<file path="src/rtl/afv_pkg.sv">
/*
 * analog value formatter: shared constants, types and decode helpers.
 * assumes one 40 MHz clock; register map indexes are avalon word addresses.
 */
package afv_pkg;

  // ----------------------------------------------------------------------
  // sizes and timing
  // ----------------------------------------------------------------------
  localparam int unsigned NUM_CH       = 4;
  localparam int unsigned CLK_HZ       = 40_000_000;
  localparam int unsigned SETTLE_MS    = 60;
  localparam int unsigned SETTLE_CYC   = CLK_HZ / 1000 * SETTLE_MS;
  localparam int unsigned SETTLE_W     = 22;

  // ----------------------------------------------------------------------
  // register map (word index on the avalon address)
  // ----------------------------------------------------------------------
  localparam logic [3:0] IDX_CODE0     = 4'h0;
  localparam logic [3:0] IDX_WORD0     = 4'h4;
  localparam logic [3:0] IDX_STATUS    = 4'h8;
  localparam logic [3:0] IDX_MASK      = 4'h9;
  localparam logic [3:0] IDX_SETTLE    = 4'hA;
  localparam int unsigned ST_DONE      = 0;
  localparam int unsigned ST_OVF       = 4;
  localparam int unsigned ST_PERR      = 8;
  localparam int unsigned ST_W         = 9;

  // ----------------------------------------------------------------------
  // function codes and output words
  // ----------------------------------------------------------------------
  localparam logic [7:0]  FN_KEEP      = 8'h00;
  localparam logic [7:0]  FN_STD_BIP   = 8'h28;
  localparam logic [7:0]  FN_STD_LIVE  = 8'h2C;
  localparam logic [7:0]  FN_LEG_SM    = 8'h2B;
  localparam logic [7:0]  FN_LEG_LIVE  = 8'h2D;
  localparam logic [7:0]  FN_LEG_2C    = 8'h3B;
  localparam logic [7:0]  FN_OFF       = 8'hFF;
  localparam logic [7:0]  FN_RESET     = FN_STD_BIP;
  localparam logic [15:0] WORD_BUSY    = 16'h7FFF;
  localparam logic [15:0] WORD_RESET   = 16'h0000;

  // ----------------------------------------------------------------------
  // scaling limits
  // ----------------------------------------------------------------------
  localparam int LEG_MAX   = 20480;
  localparam int LEG_MIN   = -20480;
  localparam int STD_MAX   = 32511;
  localparam int STD_MIN   = -32512;
  localparam int LIVE_LEG  = 4096;
  localparam int LIVE_STD  = 6912;

  typedef enum logic [2:0] {
    MODE_STD_BIP, MODE_STD_LIVE, MODE_LEG_2C, MODE_LEG_SM, MODE_LEG_LIVE,
    MODE_OFF
  } afv_mode_e;

  // one result from the converter front end
  typedef struct packed {
    logic              valid;
    logic [1:0]        chan;
    logic              err;
    logic signed [15:0] raw;
  } afv_conv_s;

  function automatic logic fn_legal(input logic [7:0] code);
    return code == FN_STD_BIP || code == FN_STD_LIVE || code == FN_LEG_SM ||
           code == FN_LEG_LIVE || code == FN_LEG_2C || code == FN_OFF;
  endfunction

  function automatic afv_mode_e fn_mode(input logic [7:0] code);
    afv_mode_e m;
    m = MODE_OFF;
    if (code == FN_STD_BIP)  m = MODE_STD_BIP;
    if (code == FN_STD_LIVE) m = MODE_STD_LIVE;
    if (code == FN_LEG_SM)   m = MODE_LEG_SM;
    if (code == FN_LEG_LIVE) m = MODE_LEG_LIVE;
    if (code == FN_LEG_2C)   m = MODE_LEG_2C;
    return m;
  endfunction

endpackage

</file>
<file path="src/rtl/afv_top.sv">
/*
 * analog value formatter: per-channel configuration, settling window,
 * image words, sticky events with interrupt, avalon-mm register slave.
 * assumes converter results arrive synchronous to clk as one-cycle pulses.
 */
// The address map and the Avalon-MM slave port were left to the implementer.
`timescale 1ns/1ps
`default_nettype none
module afv_top #(
  parameter int unsigned SETTLE_CYC = afv_pkg::SETTLE_CYC
) (
  // clock and reset
  input  wire logic              clk,
  input  wire logic              nrst,
  // converter results
  input  wire afv_pkg::afv_conv_s conv,
  // avalon-mm slave
  input  wire logic [3:0]        address,
  input  wire logic              read,
  input  wire logic              write,
  input  wire logic [31:0]       writedata,
  output logic [31:0]            readdata,
  output logic                   waitrequest,
  // interrupt
  output logic                   irq
);
  import afv_pkg::*;

  // ----------------------------------------------------------------------
  // reset release
  // ----------------------------------------------------------------------
  logic [1:0] rst_sync_q;
  logic       rst_n;

  always_ff @(posedge clk or negedge nrst) begin
    if (!nrst) rst_sync_q <= 2'b00;
    else       rst_sync_q <= {rst_sync_q[0], 1'b1};
  end
  assign rst_n = rst_sync_q[1];

  // ----------------------------------------------------------------------
  // state
  // ----------------------------------------------------------------------
  logic [7:0]          code_q   [NUM_CH];
  logic [7:0]          code_d   [NUM_CH];
  afv_mode_e           mode_q   [NUM_CH];
  afv_mode_e           mode_d   [NUM_CH];
  logic [15:0]         word_q   [NUM_CH];
  logic [15:0]         word_d   [NUM_CH];
  logic [SETTLE_W-1:0] settle_q [NUM_CH];
  logic [SETTLE_W-1:0] settle_d [NUM_CH];
  logic [ST_W-1:0]     status_q, status_d;
  logic [ST_W-1:0]     mask_q, mask_d;
  logic [ST_W-1:0]     set_ev, clr_ev;
  logic                wreq_q, wreq_d;
  logic [31:0]         rdata_q, rdata_d;
  logic                irq_q, irq_d;

  logic                req, wr_go;
  logic [15:0]         fmt_word;
  logic                fmt_ovf;
  logic [NUM_CH-1:0]   settling;
  afv_mode_e           conv_mode;

  localparam logic [SETTLE_W-1:0] SETTLE_LOAD = SETTLE_W'(SETTLE_CYC);

  assign req       = read | write;
  assign wr_go     = write & ~wreq_q;
  assign conv_mode = mode_q[conv.chan];

  // ----------------------------------------------------------------------
  // scaler
  // ----------------------------------------------------------------------
  afv_fmt u_fmt (
    .raw  (conv.raw),
    .err  (conv.err),
    .mode (conv_mode),
    .word (fmt_word),
    .ovf  (fmt_ovf)
  );

  // ----------------------------------------------------------------------
  // channel next state
  // ----------------------------------------------------------------------
  always_comb begin
    set_ev = '0;
    for (int i = 0; i < NUM_CH; i++) begin
      code_d[i]   = code_q[i];
      mode_d[i]   = mode_q[i];
      word_d[i]   = word_q[i];
      settle_d[i] = settle_q[i];
      settling[i] = settle_q[i] != '0;
      if (settling[i])
        settle_d[i] = settle_q[i] - 1'b1;
      // results during settling or on an off channel are dropped
      if (conv.valid && conv.chan == 2'(i) && mode_q[i] != MODE_OFF &&
          !settling[i]) begin
        word_d[i]        = fmt_word;
        set_ev[ST_DONE+i] = 1'b1;
        if (fmt_ovf)
          set_ev[ST_OVF+i] = 1'b1;
      end
      // a configuration write wins over a result in the same cycle
      if (wr_go && address == IDX_CODE0 + 4'(i) &&
          writedata[7:0] != FN_KEEP) begin
        if (fn_legal(writedata[7:0])) begin
          code_d[i]   = writedata[7:0];
          mode_d[i]   = fn_mode(writedata[7:0]);
          settle_d[i] = SETTLE_LOAD;
          word_d[i]   = WORD_BUSY;
          set_ev[ST_DONE+i] = 1'b0;
          set_ev[ST_OVF+i]  = 1'b0;
        end else begin
          set_ev[ST_PERR] = 1'b1;
        end
      end
    end
  end

  always_ff @(posedge clk or negedge rst_n) begin
    if (!rst_n) begin
      for (int i = 0; i < NUM_CH; i++) begin
        code_q[i]   <= FN_RESET;
        mode_q[i]   <= MODE_STD_BIP;
        word_q[i]   <= WORD_RESET;
        settle_q[i] <= '0;
      end
    end else begin
      for (int i = 0; i < NUM_CH; i++) begin
        code_q[i]   <= code_d[i];
        mode_q[i]   <= mode_d[i];
        word_q[i]   <= word_d[i];
        settle_q[i] <= settle_d[i];
      end
    end
  end

  // ----------------------------------------------------------------------
  // events, mask and interrupt
  // ----------------------------------------------------------------------
  always_comb begin
    clr_ev = '0;
    mask_d = mask_q;
    if (wr_go && address == IDX_STATUS)
      clr_ev = writedata[ST_W-1:0];
    if (wr_go && address == IDX_MASK)
      mask_d = writedata[ST_W-1:0];
    // a new event in the clearing cycle stays set
    status_d = (status_q & ~clr_ev) | set_ev;
    irq_d    = |(status_d & mask_d);
  end

  always_ff @(posedge clk or negedge rst_n) begin
    if (!rst_n) begin
      status_q <= '0;
      mask_q   <= '0;
      irq_q    <= 1'b0;
    end else begin
      status_q <= status_d;
      mask_q   <= mask_d;
      irq_q    <= irq_d;
    end
  end

  // ----------------------------------------------------------------------
  // avalon slave: one wait cycle, read data loaded as waitrequest drops
  // ----------------------------------------------------------------------
  always_comb begin
    wreq_d  = ~(req & wreq_q);
    rdata_d = rdata_q;
    if (read && wreq_q) begin
      rdata_d = '0;
      if (address < IDX_WORD0)
        rdata_d = {24'h000000, code_q[address[1:0]]};
      else if (address < IDX_STATUS)
        rdata_d = {16'h0000, word_q[address[1:0]]};
      else if (address == IDX_STATUS)
        rdata_d = 32'(status_q);
      else if (address == IDX_MASK)
        rdata_d = 32'(mask_q);
      else if (address == IDX_SETTLE)
        rdata_d = 32'(settling);
    end
  end

  always_ff @(posedge clk or negedge rst_n) begin
    if (!rst_n) begin
      wreq_q  <= 1'b1;
      rdata_q <= '0;
    end else begin
      wreq_q  <= wreq_d;
      rdata_q <= rdata_d;
    end
  end

  assign readdata    = rdata_q;
  assign waitrequest = wreq_q;
  assign irq         = irq_q;

  logic upd0;
  assign upd0 = conv.valid && conv.chan == 2'd0 && !settling[0] &&
                mode_q[0] != MODE_OFF &&
                !(wr_go && address == IDX_CODE0);
endmodule
`default_nettype wire

</file>
<file path="src/rtl/afv_fmt.sv">
/*
 * combinational scaler: one raw sample into a 16-bit image word.
 * assumes raw full scale 16384 at the top of the range; live-zero ranges
 * put their zero point at one fifth of that span.
 */
`timescale 1ns/1ps
`default_nettype none
module afv_fmt (
  // sample in
  input  wire logic signed [15:0] raw,
  input  wire logic               err,
  input  wire afv_pkg::afv_mode_e mode,
  // word out
  output logic [15:0]             word,
  output logic                    ovf
);
  import afv_pkg::*;

  logic signed [31:0] v;
  logic signed [31:0] s;
  logic [14:0]        mag;
  logic               leg;

  always_comb begin
    v   = 32'(raw);
    ovf = 1'b0;
    leg = 1'b0;
    unique case (mode)
      MODE_STD_BIP:  v = (32'(raw) * 27) >>> 4;
      MODE_STD_LIVE: v = ((32'(raw) * 135) >>> 6) - LIVE_STD;
      MODE_LEG_2C,
      MODE_LEG_SM: begin
        v   = 32'(raw);
        leg = 1'b1;
      end
      MODE_LEG_LIVE: begin
        v   = ((32'(raw) * 5) >>> 2) - LIVE_LEG;
        leg = 1'b1;
      end
      MODE_OFF:      v = 32'sd0;
    endcase
    s = v;
    if (leg) begin
      if (v > LEG_MAX) begin
        s   = LEG_MAX;
        ovf = 1'b1;
      end else if (v < LEG_MIN) begin
        s   = LEG_MIN;
        ovf = 1'b1;
      end
    end else begin
      if (v > STD_MAX) s = STD_MAX;
      else if (v < STD_MIN) s = STD_MIN;
    end
    mag = s[31] ? 15'(-s) : s[14:0];
    if (mode == MODE_LEG_SM)
      word = {s[31], mag[14:3], 3'b000};
    else if (leg)
      word = {s[15:3], 3'b000};
    else
      word = s[15:0];
    if (leg)
      word[2:0] = {1'b0, err, ovf};
  end

endmodule
`default_nettype wire

</file>
<file path="config.mk">
export PLATFORM = sky130hd
export DESIGN_NAME = afv_top
export DESIGN_NICKNAME = d
export VERILOG_FILES = /design/src/rtl/afv_pkg.sv /design/src/rtl/afv_top.sv /design/src/rtl/afv_fmt.sv
export SDC_FILE = /design/constraint.sdc
export NUM_CORES = 1
export LEC_CHECK = 0
export ABC_AREA = 1
export ABC_CLOCK_PERIOD_IN_PS = 13800
export BUFFER_PORTS_ARGS = -buffer_cell sky130_fd_sc_hd__buf_2
export CAP_MARGIN = 25
export CORE_MARGIN = 2
export CORE_UTILIZATION = 61
export CTS_CLUSTER_SIZE = 25
export DETAILED_ROUTE_END_ITERATION = 16
export PLACE_DENSITY = 0.79
export SLEW_MARGIN = 20
export SYNTH_ARGS = -nofsm -noshare
export SYNTH_HDL_FRONTEND = slang
export SYNTH_HIERARCHICAL = 1
export SYNTH_SLANG_ARGS = --single-unit
</file>
<file path="constraint.sdc">
create_clock -name clk -period 13.8 [get_ports clk]
set_clock_uncertainty 0.15 [all_clocks]
set_input_delay 2.07 -clock clk [delete_from_list [all_inputs] [get_ports clk]]
set_output_delay 2.07 -clock clk [all_outputs]
set_load 0.1 [all_outputs]
</file>
==> results of run 1 <==
-- state kept, by name, summed over array words and instances, names as in the netlist --
signal       flops
code_q          32
irq              1
mask_q           9
mode_q          12
readdata        16
rst_sync_q       2
settle_q        88
status_q         9
waitrequest      1
word_q          64
-- final timing paths --
path | cells after the start | end | slack [ns]
min | 0 | settle_q[3] | 0.05
min reg2reg | 0 | settle_q[3] | 0.05
max | 37 | word_q[24] | 5.23
max in group asynchronous | 3 | readdata[5] | 11.48
min in group clk | 0 | rst_sync_q[1] | 0.21
max reg2reg | 27 | word_q[24] | 8.70
-- cell usage after synthesis (all sizes together) (4+ instances only) --
library cell,count
a211oi,9
a21oi,122
a221oi,10
a22oi,20
a31oi,6
and2,4
buf,62
clkbuf,13
clkinv,4
dfrtp,225
dfstp,9
fa,55
ha,122
inv,384
nand2,632
nand3,153
nand3b,9
nand4,32
nor2,298
nor3,44
nor4,9
o2111ai,4
o211ai,70
o21ai,146
o21bai,5
o221ai,6
o22ai,17
o311ai,4
or2,16
xnor2,12
xor2,36
-- cell families after synthesis --
kind of cell | count (synthesis) | share of synthesized area [%]
buffers and inverters | 463 | 10.24
other | 2 | 0.03957
and+or+nand+nor | 1199 | 27.92
adders and majority gates | 177 | 13.84
DFF | 234 | 30.91
xor gates and xnor gates | 48 | 2.353
AOI/OAI and AO/OA | 438 | 14.69
-- layer usage --
layer / global-route usage, % / wire, um / vias to the layer above
met1: 42.14 / 21910 / 8204
met3: 2.688 / 2774 / 104
met2: 49.51 / 22450 / 597
li1: - / - / 8427
met4: 9.097 / 1343 / 0
met5: 0 / 0 / -
-- stage by stage --
stage | util, % | setup WS, ns
6_report | 66.32 | 5.232
5_1_grt | 66.32 | 4.707
4_1_cts | 66.22 | 5.264
3_5_place_dp | 63.49 | 4.743
3_3_place_gp | 63.44 | 4.889
2_1_floorplan | - | 5.946
-- final cells by class --
type	instances	share of cell area, %
multi-input cells	1879	55.36
flip-flops and latches	234	28.94
inverters	388	7.179
clock buffers	37	3.756
well taps	396	2.442
repair buffers	68	1.949
clock inverters	11	0.3639
diodes	1	0.01233
-- power groups by stage --
stage	logic, mW	clock network, mW	registers (mW)
final	1.22	0.667	0.798
after global placement	1.17	0	0.805
after floorplan	0.897	0	0.860
after detailed placement	1.20	0	0.808
after CTS	1.21	0.673	0.797
after global routing	1.39	0.702	0.805
-- placed cells by master (no fill, tap or decap), types with 5 or more instances in the layout --
master     instances
a221oi_1          10
nand2_4            9
a21oi_1          119
or2_2             14
nand3_2            7
dfstp_2            9
nand4_1           30
nand3b_1           8
a22oi_1           19
o211ai_2          23
a31oi_1            6
xor2_1            35
conb_1            17
nor2_1           270
inv_2             26
nand2_2           27
buf_2             54
inv_1            358
nand3_1          146
nor2_4             7
a211oi_1           7
o21ai_0          122
buf_4             12
fa_1              55
nor4_1             9
nand2_1          595
dfrtp_1          224
nor2_2            19
xnor2_1           11
clkbuf_16         26
o22ai_1           17
o221ai_1           6
nor3_1            38
o21ai_1           23
o21bai_1           5
clkbuf_8           7
nor3_2             6
o211ai_1          47
clkinv_2           8
ha_1             122
-- critical path, delay by kind of cell --
kind                     cells  cell delay, ns
adder cells (fa/ha/maj)      7            2.58
AND/OR/NAND/NOR             18            2.00
AO/OA/AOI/OAI                4            0.90
buffers and inverters        7            1.03
XOR/XNOR                     1            0.28
==> metrics.txt, run 1 <==
run status=completed; placed instance count=2963; layout cells sized above 1=10.55%; 1st-pass router iterations=6; crit share post-route=62.09%; sequential fraction of the synthesis area=30.91%; Layout Area Growth over Synthesis=6.882%; clock sinks=234; Warnings, synthesis=6; vias in the first global route=16750; Syn Inst Count=between 2000 and 3000; Seq pwr share=29.7%; DRC viols=0; Worst R2R Start=mode_q[11]; Slew Limit Fails=0; register area=5871 sq um; crit path launch=conv[9]; Post-DRT Antenna Nets=0; biggest fanout along the worst timing path=14; Final Non-Filler Cells=3014; clock network power share=approximately 25%; # nets final=about 2800; syn_area_per_cell=7.411 sq um; first-pass GRT wire length=a little over 80000 um; Pleak=10.26 nW; Power Internal=1.521 mW; Max Cap Violations=0; Post-CTS Hold Fix Bufs=0; clock buffer count from CTS=26; Hold Vio Cnt, Final=0; Area after DPL=19420 sq um; Sw Share=43.43%; Power, Total=2.689 mW; dominant synthesized flop cell=dfrtp_1; post-synth top area cell=dfrtp_1; Pwr Density=~130 nW/um^2; CTS Buffer Depth=3; CTS H-Tree Depth=1; Switching Power=about 1.2 mW; Slew @ Worst Pin=approximately 0.95 ns; CP most frequent cell=nand2_1; Logic pwr share=45.5%; Placer Congestion=between 0.9 and 1; final setup fails=0; Core Area=about 30000 sq um; Fin Setup TNS=0 ns; Worst IR Drop VDD=0.07754 mV; Yosys top cell area share=29.66%; CP arrival=8.86 ns; DR vias/cell=5.750; die span in x=180.4 um; CTS tree=done; CP Capture Type=flip-flop; WHS=between 0.04 and 0.05 ns; Ports=94; critical path class=in2reg; Slew headroom=a little over a third; row cnt=64; Critical Path RT=roughly 14 ns; setup bufs post-CTS=0; FMAX=116.7 MHz; Final Cell Area=around 20000 sq um; number of synthesized flops with an enable pin=0; # fillers=2707; min Tclk post-route=8.568 ns; min-delay worst type=reg2async; footprint of the multi-input gates=about 11000 sq um; I/O Buffers=54; DR iter-0 viols=1407; DIE AREA=32540 sq um; fraction of registers with async set/reset=100.0%; final wirelength=between 40000 and 50000 um; initial antenna violation count=1; Mapped Area=18980 sq um; CP max-delay cell=fa_1; GR Overflow Total=0; Initial Util=62.05%; RSZ-0062 raised after global routing=false; CTS clk-pin slew, worst paths=0.06 ns; largest net degree at the start of global routing=75; CP peak stage delay=0.56 ns; vias after detailed routing=17330; Total Routing Usage GR=29.98%; WL/cell=16.08 um; Worst setup SP type=primary input; Yosys reg bits=234; die height=180.4 um; Netlist cell types=71; HPWL after detailed placement=36330 um; clock network latency to the later pin of the worst-skew pair=0.55 ns; Root Buffer=clkbuf_16; post-cts sizing count=0; top cells by area, synth=dfrtp_1, nand2_1, ha_1
Power figures use the tool's default switching activity.
==> run 2: changes to the inputs <==
--- a/config.mk
+++ b/config.mk
@@ -6,14 +6,14 @@
 export NUM_CORES = 1
 export LEC_CHECK = 0
 export ABC_AREA = 1
-export ABC_CLOCK_PERIOD_IN_PS = 13800
+export ABC_CLOCK_PERIOD_IN_PS = 7050
 export BUFFER_PORTS_ARGS = -buffer_cell sky130_fd_sc_hd__buf_2
 export CAP_MARGIN = 25
 export CORE_MARGIN = 2
-export CORE_UTILIZATION = 61
+export CORE_UTILIZATION = 57
 export CTS_CLUSTER_SIZE = 25
 export DETAILED_ROUTE_END_ITERATION = 16
-export PLACE_DENSITY = 0.79
+export PLACE_DENSITY = 0.78
 export SLEW_MARGIN = 20
 export SYNTH_ARGS = -nofsm -noshare
 export SYNTH_HDL_FRONTEND = slang
==> constraint.sdc (replaced) <==
create_clock -name clk -period 7.05 [get_ports clk]
set_clock_uncertainty 0.15 [all_clocks]
set_input_delay 1.0575 -clock clk [delete_from_list [all_inputs] [get_ports clk]]
set_output_delay 1.0575 -clock clk [all_outputs]
set_load 0.1 [all_outputs]
==> run 2 against run 1 <==
Compared with the run above:
- non-clock buffer count rose by 139
- combinational power is 150% higher
- hold slack worse by 0.0011 ns
- critical endpoint is now word_q[22]
==> metrics.txt, run 2 (synthesis gave the netlist of run 1 again) <==
min-delay worst type=reg2async (unchanged); Switching Power=2.448 mW (was 1.168 mW); FMAX=149.9 MHz; Ports=94 (unchanged); final setup fails=0 (unchanged); Seq pwr share=26.6% (was 29.7%); WL/cell=15.54 um (was 16.08 um); DRC viols=0 (unchanged); Worst IR Drop VDD=0.1937 mV (was 0.07754 mV); biggest fanout along the worst timing path=7 (was 14); placed instance count=3137 (was 2963); CP peak stage delay=0.55 ns (was 0.56 ns); Layout Area Growth over Synthesis=14.09% (was 6.882%); max reg flops=88 (unchanged); Pleak=10.93 nW (was 10.26 nW); GR Overflow Total=0 (unchanged); CTS tree=done (unchanged); CTS Buffer Depth=3 (unchanged); layout cells sized above 1=16.90% (was 10.55%); Register-to-Register Setup Slack=2.52 ns (was 8.70 ns); Largest Register=settle_q (unchanged); Slew @ Worst Pin=1.070 ns (was 0.9487 ns); I/O Buffers=54 (unchanged); DIE AREA=34770 sq um (was 32540 sq um); first-pass GRT wire length=82190 um (was 81590 um); vias after detailed routing=17810 (was 17330); Core Util, Final=66.22% (was 66.32%); crit share post-route=94.65%; Pwr Density=271.5 nW/um^2 (was 132.5 nW/um^2); Worst setup SP type=primary input (unchanged); commonest non-fill, non-tap cell in the layout=nand2_1 (unchanged); final wirelength=49630 um (was 48470 um); CP Capture Type=flip-flop (unchanged); CTS clk-pin slew, worst paths=0.06 ns (about the same); Initial Util=58.04% (was 62.05%); clock network power share=22.0% (was 24.8%); reg2reg path depth=27 (unchanged); CTS H-Tree Depth=1 (unchanged); # nets final=2971 (was 2834); Hold Vio Cnt, Final=0 (unchanged); Reg-to-Reg End=word_q[25] (was word_q[24]); Total Routing Usage GR=28.16% (was 29.98%); min Tclk post-route=6.673 ns; row cnt=66 (was 64); critical path class=in2reg (unchanged); Critical Path RT=7.33 ns (was 14.09 ns); CP most frequent cell=nand2_1 (unchanged); Antenna diodes=0 (was 1); Worst R2R Start=mode_q[5] (was mode_q[11]); CP arrival=6.96 ns (was 8.86 ns); run status=completed (unchanged); Final Non-Filler Cells=3193 (was 3014); setup slack at placement=-0.5200 ns (was 4.743 ns); Core Area=32700 sq um (was 30590 sq um); worst setup margin=0.3773 ns (was 5.232 ns); 1st-pass router iterations=6 (unchanged); Placer Congestion=0.9396 (was 0.9381); DR vias/cell=5.578 (was 5.750); # fillers=2751 (was 2707); Max Cap Violations=0 (unchanged); clock sinks=234 (unchanged); most frequent cells in the layout=nand2_1, inv_1, nor2_1 (unchanged); initial antenna violation count=0 (was 1); Logic pwr share=51.5% (was 45.5%); Slew Limit Fails=0 (unchanged); CP max-delay cell=fa_1 (unchanged); Post-DRT Antenna Nets=0 (unchanged); DR iter-0 viols=1372 (was 1407); Power Internal=3.431 mW (was 1.521 mW); die span in x=186.5 um (was 180.4 um); Largest regs=settle_q x88, word_q x64, code_q x32 (unchanged); HPWL after detailed placement=36760 um (was 36330 um); Sw Share=41.64% (was 43.43%); Slew headroom=27.76% (was 35.95%); WHS=0.04536 ns (was 0.04650 ns); vias in the first global route=17280 (was 16750); largest net degree at the start of global routing=163 (was 75); clock buffer count from CTS=24 (was 26); Root Buffer=clkbuf_16 (unchanged); clock network latency to the later pin of the worst-skew pair=0.53 ns (was 0.55 ns); die height=186.5 um (was 180.4 um)
-- run 2: cell count changes in the layout (fill, tap and decap cells not counted), sizes merged --
cell and change:
inv -2, bufinv +2, buf +139, clkinvlp +2, clkinv -2, clkbuf -5, diode -1
-- run 2: per-stage QoR --
step	power [mW]	setup TNS, ns	cell area, sq um
2_1_floorplan	3.439	0	19040
3_3_place_gp	4.277	-12.55	20440
3_5_place_dp	4.365	-18.06	20450
4_1_cts	5.665	0	21260
5_1_grt	6.308	-0.1414	21650
6_report	5.879	0	21650
-- run 2: metal layers --
metal	wire (um)	track usage, %	vias up
li1	-	-	8693
met5	0	0	-
met4	1239	7.601	0
met1	21790	38.15	8403
met2	23560	48.03	611
met3	3037	3.291	102
-- run 2: final cells by class --
class | instances | area [sq um] | share of cell area [%]
Clock buffer | 32 | 680.7 | 3.143
Tap cell | 442 | 553.0 | 2.554
Clock inverter | 11 | 122.6 | 0.5662
Sequential cell | 234 | 5871 | 27.11
Inverter | 388 | 1466 | 6.772
Timing Repair Buffer | 207 | 1471 | 6.795
Multi-Input combinational cell | 1879 | 11490 | 53.06
-- run 2: worst max-delay path by stage --
stage,cells past startpoint,to,startpoint
after floorplan,38,word_q[26],conv[15]
after global placement,40,word_q[24],conv[9]
after detailed placement,41,word_q[24],conv[8]
after CTS,41,word_q[24],conv[8]
after global routing,45,word_q[30],conv[8]
final,40,word_q[22],conv[12]
-- run 2: power groups by stage --
stage                     combinational [mW]  sequential (mW)  clock (mW)
after detailed placement                2.78             1.59           0
final                                   3.03             1.56        1.29
after floorplan                         1.75             1.68           0
after global placement                  2.69             1.58           0
after global routing                    3.36             1.58        1.37
after CTS                               2.80             1.56        1.30
-- run 2: critical path: cells and delay by family --
family | cells | cell delay, ns
xor gates and xnor gates | 1 | 0.28
and+or+nand+nor | 18 | 1.62
adders and majority gates | 7 | 2.38
AOI/OAI and AO/OA | 3 | 0.55
buffers and inverters | 11 | 1.05
-- run 2: what timing repair did --
| action | CTS | global route |
|---|---|---|
| setup buffers | 0 | 11 |
| endpoints found under the setup margin | 0 | 55 |
| hold buffers | 0 | 0 |
| resized for setup | 0 | 61 |
